$ cat src/dlprc_pkg.sv
package dlprc_pkg;
  localparam int CLK_HZ = 10000000;
  localparam int PD_EXIT_NS = 4000;
  localparam int PD_EXIT_CYC = (PD_EXIT_NS * (CLK_HZ / 1000000) + 999) / 1000;
  localparam int NUM_CH = 4;
  localparam int DATA_W = 16;
  localparam logic [2:0] CMD_WR_IN = 3'h0;
  localparam logic [2:0] CMD_UPD = 3'h1;
  localparam logic [2:0] CMD_WR_UPD_ALL = 3'h2;
  localparam logic [2:0] CMD_WR_UPD = 3'h3;
  localparam logic [2:0] CMD_PWR = 3'h4;
  localparam logic [2:0] CMD_RESET = 3'h5;
  localparam logic [2:0] CMD_MASK = 3'h6;
  localparam logic [2:0] CMD_REF = 3'h7;
  localparam logic [2:0] ADDR_ALL = 3'h7;
  localparam int MODE_LSB = 4;
  localparam int SEL_LSB = 0;
  localparam int RST_FULL_BIT = 0;
  localparam int REF_ON_BIT = 0;
  localparam logic [3:0] MASK_RST = 4'h0;
  localparam logic [1:0] PWR_NORMAL = 2'h0;
  localparam logic [1:0] PWR_1K = 2'h1;
  localparam logic [1:0] PWR_100K = 2'h2;
  localparam logic [1:0] PWR_HIZ = 2'h3;
  localparam logic [0:0] REF_RST = 1'h0;
  localparam logic [DATA_W-1:0] CODE_ZERO = 16'h0000;
  localparam logic [DATA_W-1:0] CODE_MID = 16'h8000;
  localparam int CNT_W = 6;

  typedef struct packed {
    logic [2:0] cmd;
    logic [2:0] addr;
    logic [DATA_W-1:0] data;
  } dlprc_cmd_s;
endpackage

$ cat src/dlprc_ctrl.sv
`timescale 1ns/1ps
module dlprc_ctrl
  import dlprc_pkg::*;
(
  input wire logic CLK_SYS_I,
  input wire logic RESET_N_I,
  input wire logic POR_ACTIVE_I,
  input wire logic POR_MIDSCALE_I,
  input wire logic HAS_LOAD_PIN_I,
  input wire logic CMD_VALID_I,
  input wire dlprc_cmd_s CMD_I,
  input wire logic LOAD_OUTPUT_STROBE_N_I,
  input wire logic CLEAR_INPUT_N_I,
  output logic [NUM_CH*DATA_W-1:0] DAC_CODE_O,
  output logic [NUM_CH*2-1:0] PWR_MODE_O,
  output logic [NUM_CH-1:0] OUT_VALID_O,
  output logic REF_ON_O,
  output logic [3:0] LOAD_MASK_O,
  output logic SHIFT_CLEAR_O
);
  logic [DATA_W-1:0] in_reg [NUM_CH];
  logic [DATA_W-1:0] in_next [NUM_CH];
  logic [DATA_W-1:0] out_reg [NUM_CH];
  logic [DATA_W-1:0] out_next [NUM_CH];
  logic [NUM_CH-1:0] dirty_reg, dirty_next;
  logic [3:0] mask_reg, mask_next;
  logic [1:0] pwr_reg [NUM_CH];
  logic [1:0] pwr_next [NUM_CH];
  logic [CNT_W-1:0] settle_reg [NUM_CH];
  logic [CNT_W-1:0] settle_next [NUM_CH];
  logic ref_reg, ref_next;
  logic strobe_d_reg, strobe_d_next;
  logic shclr_reg, shclr_next;
  logic [DATA_W-1:0] por_code_reg, por_code_next;

  function automatic logic [1:0] mode_field(input dlprc_cmd_s c);
    return c.data[MODE_LSB+:2];
  endfunction

  function automatic logic [NUM_CH-1:0] addr_sel(input logic [2:0] a);
    logic [NUM_CH-1:0] s;
    s = '0;
    if (a == ADDR_ALL) begin
      s = '1;
    end else if (a < 3'(NUM_CH)) begin
      s[a[1:0]] = 1'b1;
    end
    return s;
  endfunction

  always_comb begin
    logic [NUM_CH-1:0] sel, wr, upd, pin_ld;
    logic fall;
    // Command only acts while CMD_VALID_I is high and POR_ACTIVE_I is low
    sel = addr_sel(CMD_I.addr);
    wr = '0;
    upd = '0;
    pin_ld = '0;
    fall = strobe_d_reg & ~LOAD_OUTPUT_STROBE_N_I & ~POR_ACTIVE_I;
    // Clear pin has no action in this block
    if (POR_ACTIVE_I) begin
      strobe_d_next = 1'b1;
    end else begin
      strobe_d_next = LOAD_OUTPUT_STROBE_N_I;
    end
    mask_next = mask_reg;
    ref_next = ref_reg;
    shclr_next = 1'b0;
    dirty_next = dirty_reg;
    por_code_next = por_code_reg;
    if (POR_ACTIVE_I) begin
      if (POR_MIDSCALE_I) begin
        por_code_next = CODE_MID;
      end else begin
        por_code_next = CODE_ZERO;
      end
    end
    for (int i = 0; i < NUM_CH; i++) begin
      in_next[i] = in_reg[i];
      out_next[i] = out_reg[i];
      pwr_next[i] = pwr_reg[i];
      // Exit settle count runs down to zero
      if (settle_reg[i] != '0) begin
        settle_next[i] = settle_reg[i] - 1'b1;
      end else begin
        settle_next[i] = settle_reg[i];
      end
    end
    if (CMD_VALID_I && !POR_ACTIVE_I) begin
      unique case (CMD_I.cmd)
        CMD_WR_IN: wr = sel;
        CMD_UPD: upd = sel;
        CMD_WR_UPD_ALL: begin
          wr = sel;
          upd = '1;
        end
        CMD_WR_UPD: begin
          wr = sel;
          upd = sel;
        end
        CMD_PWR: begin
          for (int i = 0; i < NUM_CH; i++) begin
            if (CMD_I.data[SEL_LSB+i]) begin
              if (pwr_reg[i] != PWR_NORMAL && mode_field(CMD_I) == PWR_NORMAL) begin
                settle_next[i] = CNT_W'(PD_EXIT_CYC);
              end
              pwr_next[i] = mode_field(CMD_I);
            end
          end
        end
        CMD_RESET: begin
          shclr_next = 1'b1;
          dirty_next = '0;
          for (int i = 0; i < NUM_CH; i++) begin
            out_next[i] = CODE_ZERO;
          end
          if (CMD_I.data[RST_FULL_BIT]) begin
            mask_next = MASK_RST;
            ref_next = REF_RST;
            for (int i = 0; i < NUM_CH; i++) begin
              pwr_next[i] = PWR_NORMAL;
              settle_next[i] = '0;
            end
          end
        end
        CMD_MASK: mask_next = CMD_I.data[3:0];
        CMD_REF: ref_next = CMD_I.data[REF_ON_BIT];
      endcase
    end
    if (HAS_LOAD_PIN_I) begin
      // Pin low while writing gives synchronous load
      if (!LOAD_OUTPUT_STROBE_N_I && !POR_ACTIVE_I) begin
        pin_ld = wr;
      end
    end else begin
      pin_ld = '0;
    end
    for (int i = 0; i < NUM_CH; i++) begin
      if (wr[i]) begin
        in_next[i] = CMD_I.data;
        dirty_next[i] = 1'b1;
      end
      if (wr[i] && (mask_reg[i] || pin_ld[i] || upd[i])) begin
        out_next[i] = CMD_I.data;
        dirty_next[i] = 1'b0;
      end else if ((upd[i] || (HAS_LOAD_PIN_I && fall)) && dirty_reg[i]) begin
        out_next[i] = in_reg[i];
        dirty_next[i] = 1'b0;
      end
    end
  end

  always_ff @(posedge CLK_SYS_I) begin
    if (!RESET_N_I) begin
      mask_reg <= MASK_RST;
      ref_reg <= REF_RST;
      strobe_d_reg <= 1'b1;
      shclr_reg <= 1'b0;
      dirty_reg <= '0;
      por_code_reg <= CODE_ZERO;
      for (int i = 0; i < NUM_CH; i++) begin
        in_reg[i] <= CODE_ZERO;
        out_reg[i] <= CODE_ZERO;
        pwr_reg[i] <= PWR_NORMAL;
        settle_reg[i] <= '0;
      end
    end else if (POR_ACTIVE_I) begin
      mask_reg <= MASK_RST;
      ref_reg <= REF_RST;
      strobe_d_reg <= 1'b1;
      shclr_reg <= 1'b0;
      dirty_reg <= '0;
      por_code_reg <= por_code_next;
      for (int i = 0; i < NUM_CH; i++) begin
        in_reg[i] <= por_code_next;
        out_reg[i] <= por_code_next;
        pwr_reg[i] <= PWR_NORMAL;
        settle_reg[i] <= '0;
      end
    end else begin
      mask_reg <= mask_next;
      ref_reg <= ref_next;
      strobe_d_reg <= strobe_d_next;
      shclr_reg <= shclr_next;
      dirty_reg <= dirty_next;
      por_code_reg <= por_code_next;
      for (int i = 0; i < NUM_CH; i++) begin
        in_reg[i] <= in_next[i];
        out_reg[i] <= out_next[i];
        pwr_reg[i] <= pwr_next[i];
        settle_reg[i] <= settle_next[i];
      end
    end
  end

  always_comb begin
    for (int i = 0; i < NUM_CH; i++) begin
      DAC_CODE_O[i*DATA_W+:DATA_W] = out_reg[i];
      PWR_MODE_O[i*2+:2] = pwr_reg[i];
      OUT_VALID_O[i] = (pwr_reg[i] == PWR_NORMAL) && (settle_reg[i] == '0);
    end
  end

  assign REF_ON_O = ref_reg;
  assign LOAD_MASK_O = mask_reg;
  assign SHIFT_CLEAR_O = shclr_reg;
endmodule

$ cat config.mk
export PLATFORM = sky130hd
export DESIGN_NAME = dlprc_ctrl
export DESIGN_NICKNAME = d
export VERILOG_FILES = /design/src/dlprc_pkg.sv /design/src/dlprc_ctrl.sv
export SDC_FILE = /design/constraint.sdc
export NUM_CORES = 1
export LEC_CHECK = 0
export BUFFER_PORTS_ARGS = -buffer_cell sky130_fd_sc_hd__buf_2
export CAP_MARGIN = 5
export CORE_MARGIN = 2
export CORE_UTILIZATION = 55
export CTS_CLUSTER_DIAMETER = 50
export CTS_CLUSTER_SIZE = 28
export DETAILED_ROUTE_END_ITERATION = 8
export PLACE_DENSITY = 0.77
export SKIP_LAST_GASP = 1
export SLEW_MARGIN = 20
export SYNTH_ARGS = -nofsm -noshare
export SYNTH_HDL_FRONTEND = slang
export SYNTH_SLANG_ARGS = --single-unit
$ cat constraint.sdc
create_clock -name CLK_SYS_I -period 2.7 [get_ports CLK_SYS_I]
set_clock_uncertainty 0.2 [all_clocks]
set_input_delay 0 -clock CLK_SYS_I [delete_from_list [all_inputs] [get_ports CLK_SYS_I]]
set_output_delay 0 -clock CLK_SYS_I [all_outputs]
set_load 0.01 [all_outputs]
Yosys cells after proc, flatten, opt, wreduce, memory -nomap -nowiden
Memory sizes are Yosys's and may differ from the RTL's.
Index checks and enable logic that the tools add are counted.
{ "totals": {"register_bits": 27, "mem_bits_ro": 0, "latch_bits": 0, "out_inout_bits": 82, "input_bits": 30, "ram_bits": 160, "mem_count": 4, "word_cells": 241} }
{ "classes": {"muxes": 98, "n_shift": 0, "n_div": 0, "magnitude_cmp": 3, "bitwise_logic": 38, "n_addsub": 4, "mul": 0, "n_reduce_logical": 76, "eq_ne": 9} }
{ "memory_table": {"columns": ["name", "words", "word_bits", "read_ports", "rd_clocked_by_memory_dff", "wr", "line", "text"], "rows": [
  ["in_reg", 4, 16, 4, 0, 4, "dlprc_ctrl.sv:21", "logic [DATA_W-1:0] in_reg [NUM_CH];"],
  ["out_reg", 4, 16, 4, 0, 4, "dlprc_ctrl.sv:23", "logic [DATA_W-1:0] out_reg [NUM_CH];"],
  ["settle_reg", 4, 6, 4, 0, 4, "dlprc_ctrl.sv:29", "logic [CNT_W-1:0] settle_reg [NUM_CH];"],
  ["pwr_reg", 4, 2, 4, 0, 4, "dlprc_ctrl.sv:27", "logic [1:0] pwr_reg [NUM_CH];"]
]} }
{ "ops": {"columns": ["cell", "n"], "rows": [
  ["$mux W16", 30],
  ["$mux W64", 2],
  ["$mux W6", 20],
  ["$mux W24", 2],
  ["$pmux W24 S2", 1],
  ["$mux W4", 10],
  ["$or A1 B1 Y1", 32],
  ["$reduce_bool A2 Y1", 14],
  ["$logic_not A6 Y1", 4],
  ["$mux W2", 12],
  ["$reduce_bool A6 Y1", 4],
  ["$sub A6 B1 Y6 const B", 4],
  ["$logic_and A1 B1 Y1", 20],
  ["$mux W8", 2],
  ["$pmux W4 S2", 2],
  ["$pmux W8 S2", 1],
  ["$reduce_or A4 Y1", 4],
  ["$eq A3 B3 Y1 const B", 5],
  ["$mux W1", 14],
  ["$logic_or A1 B1 Y1", 12],
  ["$logic_not A2 Y1", 5],
  ["$reduce_and A2 Y1", 4],
  ["$eq A3 B2 Y1 const B", 2],
  ["$reduce_and A3 Y1", 2],
  ["13 further kinds", 20]
]} }

Longest topological paths before layout
{ "depth": {"ltp_word": 15, "ltp_mapped": 8, "depth_no_buf": 6} }

Worst setup path after synthesis
OpenSTA, ideal clock, no wires.
{ "synth_path": {"kind": "input to register", "startpoint": "in CMD_I[21] in the netlist's numbering", "endpoint": "mem out_reg[2][0] (enable)", "arrival_time_ns": 1.707, "path_stages": 7, "slack_ns": 0.417, "required_ns": 2.124, "path_buffers": 3, "setup_time_ns": 0.376, "cell_sequence": "or3b_1 buf_6 nor4b_4 and2_1 buf_6 buf_6 nand3b_1"} }
{ "synth_lines": {"columns": ["item", "line", "text"], "rows": [
  ["start: declaration", "dlprc_ctrl.sv:11", "input wire dlprc_cmd_s CMD_I,"],
  ["end: declaration", "dlprc_ctrl.sv:23", null]
]} }

==> qor.yml <==
synth:
  synth_edf_count: 152
  synthArstFlopShare_pct: 0
  syn_area_um2: 8401
  syn_inst: 716
  ys_seq_area_share_pct: 58.86
  ys_types: 66
  synth_top_area_cell: "edfxtp_1"
  ys_top_cells_by_area: "edfxtp_1, dfxtp_1, and2_1, a32o_1, nand3_1"
  yosys_warnings: 0
  syn_avg_cell_area_um2: 11.73
  synth_top_area_share_pct: 54.33
  synth_ff_type: "edfxtp_1"
  ys_ff_latch: 171
worst_setup_path:
  end_kind: "flip-flop"
  reg2reg_slack_ns: 0.38
  path_max_fanout: 19
  worstPathCellList: "dlygate4sd3_1, buf_2, or3b_1, buf_4, a211o_1, nand2_1, buf_4"
  critical_path.max_stage_delay_ns: 0.59
  arrival_ns: 2.53
  critPathKind: "in -> reg"
  slowest_stage: "or3b_1"
  worstRegToRegCells: 4
  cp_common_cell: "buf_4"
  start_kind: "primary input"
  crit_start: "CMD_I[21]"
  rr_startpoint: "strobe_d_reg"
  cp.required_ns: 2.62
floorplan:
  core_um2: 15090
  die_area_um2: 16280
  fp.dieW_um: 127.6
  row_count: 45
  start_util_pct: 55.67
  die_h_um: 127.6
  top_level_ports: 112
route:
  drc: 0
  drt_iter0_drc: 631
  drt_first_pass_iters: 5
  ant_nets: 0
  wl_per_cell_um: 20.21
  vias: 6517
  wirelength_mm: 21.42
  vias_per_cell: 6.148
cells_and_area:
  syn_to_final_growth_pct: 19.38
  layout_commonest_cell: "edfxtp_1"
  num-nets-final: 898
  final_util_pct: 66.46
  n_fill_cell: 1139
  drive_above_1_share_pct: 21.22
  layout_common_cells: "edfxtp_1, buf_2, and2_1"
  n_antenna_cell: 0
global_route:
  grt_usage_pct: 27.26
  grt_pass1_vias: 6377
  antenna_found_initial: 0
  grt_max_degree: 40
  grt.overflow.total: 0
  grt_pass1_wl_mm: 33.90
min_path:
  min_from: "CMD_I[19]"
  holdPathStages: 4
  min_path_type: "in -> reg"
placed_design:
  gp_congestion: 0.9108
  post-place-ws_ns: 0.2498
  hpwl_mm: 14.83
  port_buffers: 110
clocking:
  clock-sinks: 171
  clkLatencyLatePin_ns: 0.43
  ctsResizeCount: 0
  cts_tree: "built"
  cts_buffers: 17
  cts_buffer_depth: 2
  cts-root-buf: "clkbuf_16"
  clock_tree.htree_level_count: 4
  clkTransAtPathRegs_ns: 0.06
timing:
  max_clock_freq_mhz: 383.1
  rsz0062_at_grt: "no"
  maxSlewHeadroom_pct: 42.68
  drv_slew: 0
  post-route-worst-setup-slack_ns: 0.09005
  setup_tns_ns: 0
  setup_viol: 0
  hold_viol: 0
  timing.final.crit_share_pct: 96.66
  min_period_ns: 2.610
  worstMarginPinSlew_ns: 0.8598
power_and_ir_drop:
  p_total_uw: 6456
  peakVddDrop_v: 0.0004723
  p_per_area_nw_per_um2: 643.7
  p_leak_uw: 0.004018
run_status:
  status: "completed"
flow_run:
  cap_violations: 0
==> synthesized netlist by cell type (all sizes together) (3+ instances only) <==
cell	n
nor3	10
nor4	5
clkbuf	30
nand2	39
o21ai	13
nor2b	5
and2	57
inv	37
o22ai	15
nand2b	6
xnor2	9
edfxtp	152
a311oi	16
and3b	3
nor4b	3
buf	32
dfxtp	19
o2111ai	4
and3	18
a21boi	3
nor3b	8
ha	8
o21a	3
a32o	30
xor2	5
a21oi	38
or3	12
o211ai	24
nand3	44
nor2	20
a211oi	5
o31ai	14
==> worst max-delay path, delay by kind of cell <==
family          cells  cell delay, ns
compound gates      1            0.50
simple gates        2            0.74
buf+inv             4            1.28
==> what timing repair did <==
item | 4_1_cts | 5_1_grt
hold endpoints to repair | 111 | 0
endpoints found under the setup margin | 0 | 1
hold buffers | 29 | 0
setup buffers | 0 | 1
==> logic make-up (layout without fill, tap and decap cells) <==
logic type	after synthesis	after routing	share of synthesized area, %
buf+inv	99	238	5.466
fa+ha+maj	8	8	1.192
flops	171	171	58.86
simple gates	241	241	16.58
xor+xnor	14	14	1.460
compound gates	180	180	16.16
mux	2	2	0.2383
other cells	1	18	0.04464
==> layout make-up <==
| class | count | area, um2 | share of cell area [%] |
|---|---|---|---|
| sequential | 171 | 4945 | 49.31 |
| multi-input combinational | 463 | 3074 | 30.65 |
| clock inverter | 14 | 136.4 | 1.360 |
| timing repair buffer | 170 | 1074 | 10.70 |
| clock buffer | 17 | 425.4 | 4.242 |
| inverter | 37 | 138.9 | 1.385 |
| tap | 188 | 235.2 | 2.346 |
==> layer usage <==
| metal | GRT usage [%] | up-vias | part of all wire (%) |
|---|---|---|---|
| met2 | 44.16 | 325 | 49 |
| met1 | 36.54 | 3143 | 41 |
| li1 | - | 2999 | - |
| met3 | 4.983 | 50 | 7.7 |
| met4 | 11.38 | 0 | 2.9 |
| met5 | 0 | - | 0 |
==> worst paths after layout <==
kind	to
max reg2reg	out_reg[1][9]
max	in_reg[0][13]
min	REF_ON_O
min reg2reg	LOAD_MASK_O[1]
==> stage by stage <==
stage / std cells / hold WS (ns) / cell area (um2)
floorplan: 733 / -0.09853 / 8464
global placement: 999 / 0.05215 / 9169
detailed placement: 999 / 0.06062 / 9169
CTS: 1059 / 0.006589 / 10020
global route: 1060 / 0.08695 / 10030
finish: 1060 / 0.04781 / 10030
==> power breakdown <==
group	leakage [uW]	switching (uW)	internal, uW	total [uW]
Sequential	0.00181	110	3090	3200
Clock	0.000270	1070	1280	2360
Combinational	0.00194	556	346	902
Total	0.00402	1740	4720	6460
Note: power is estimated with default switching activity, not from simulation.
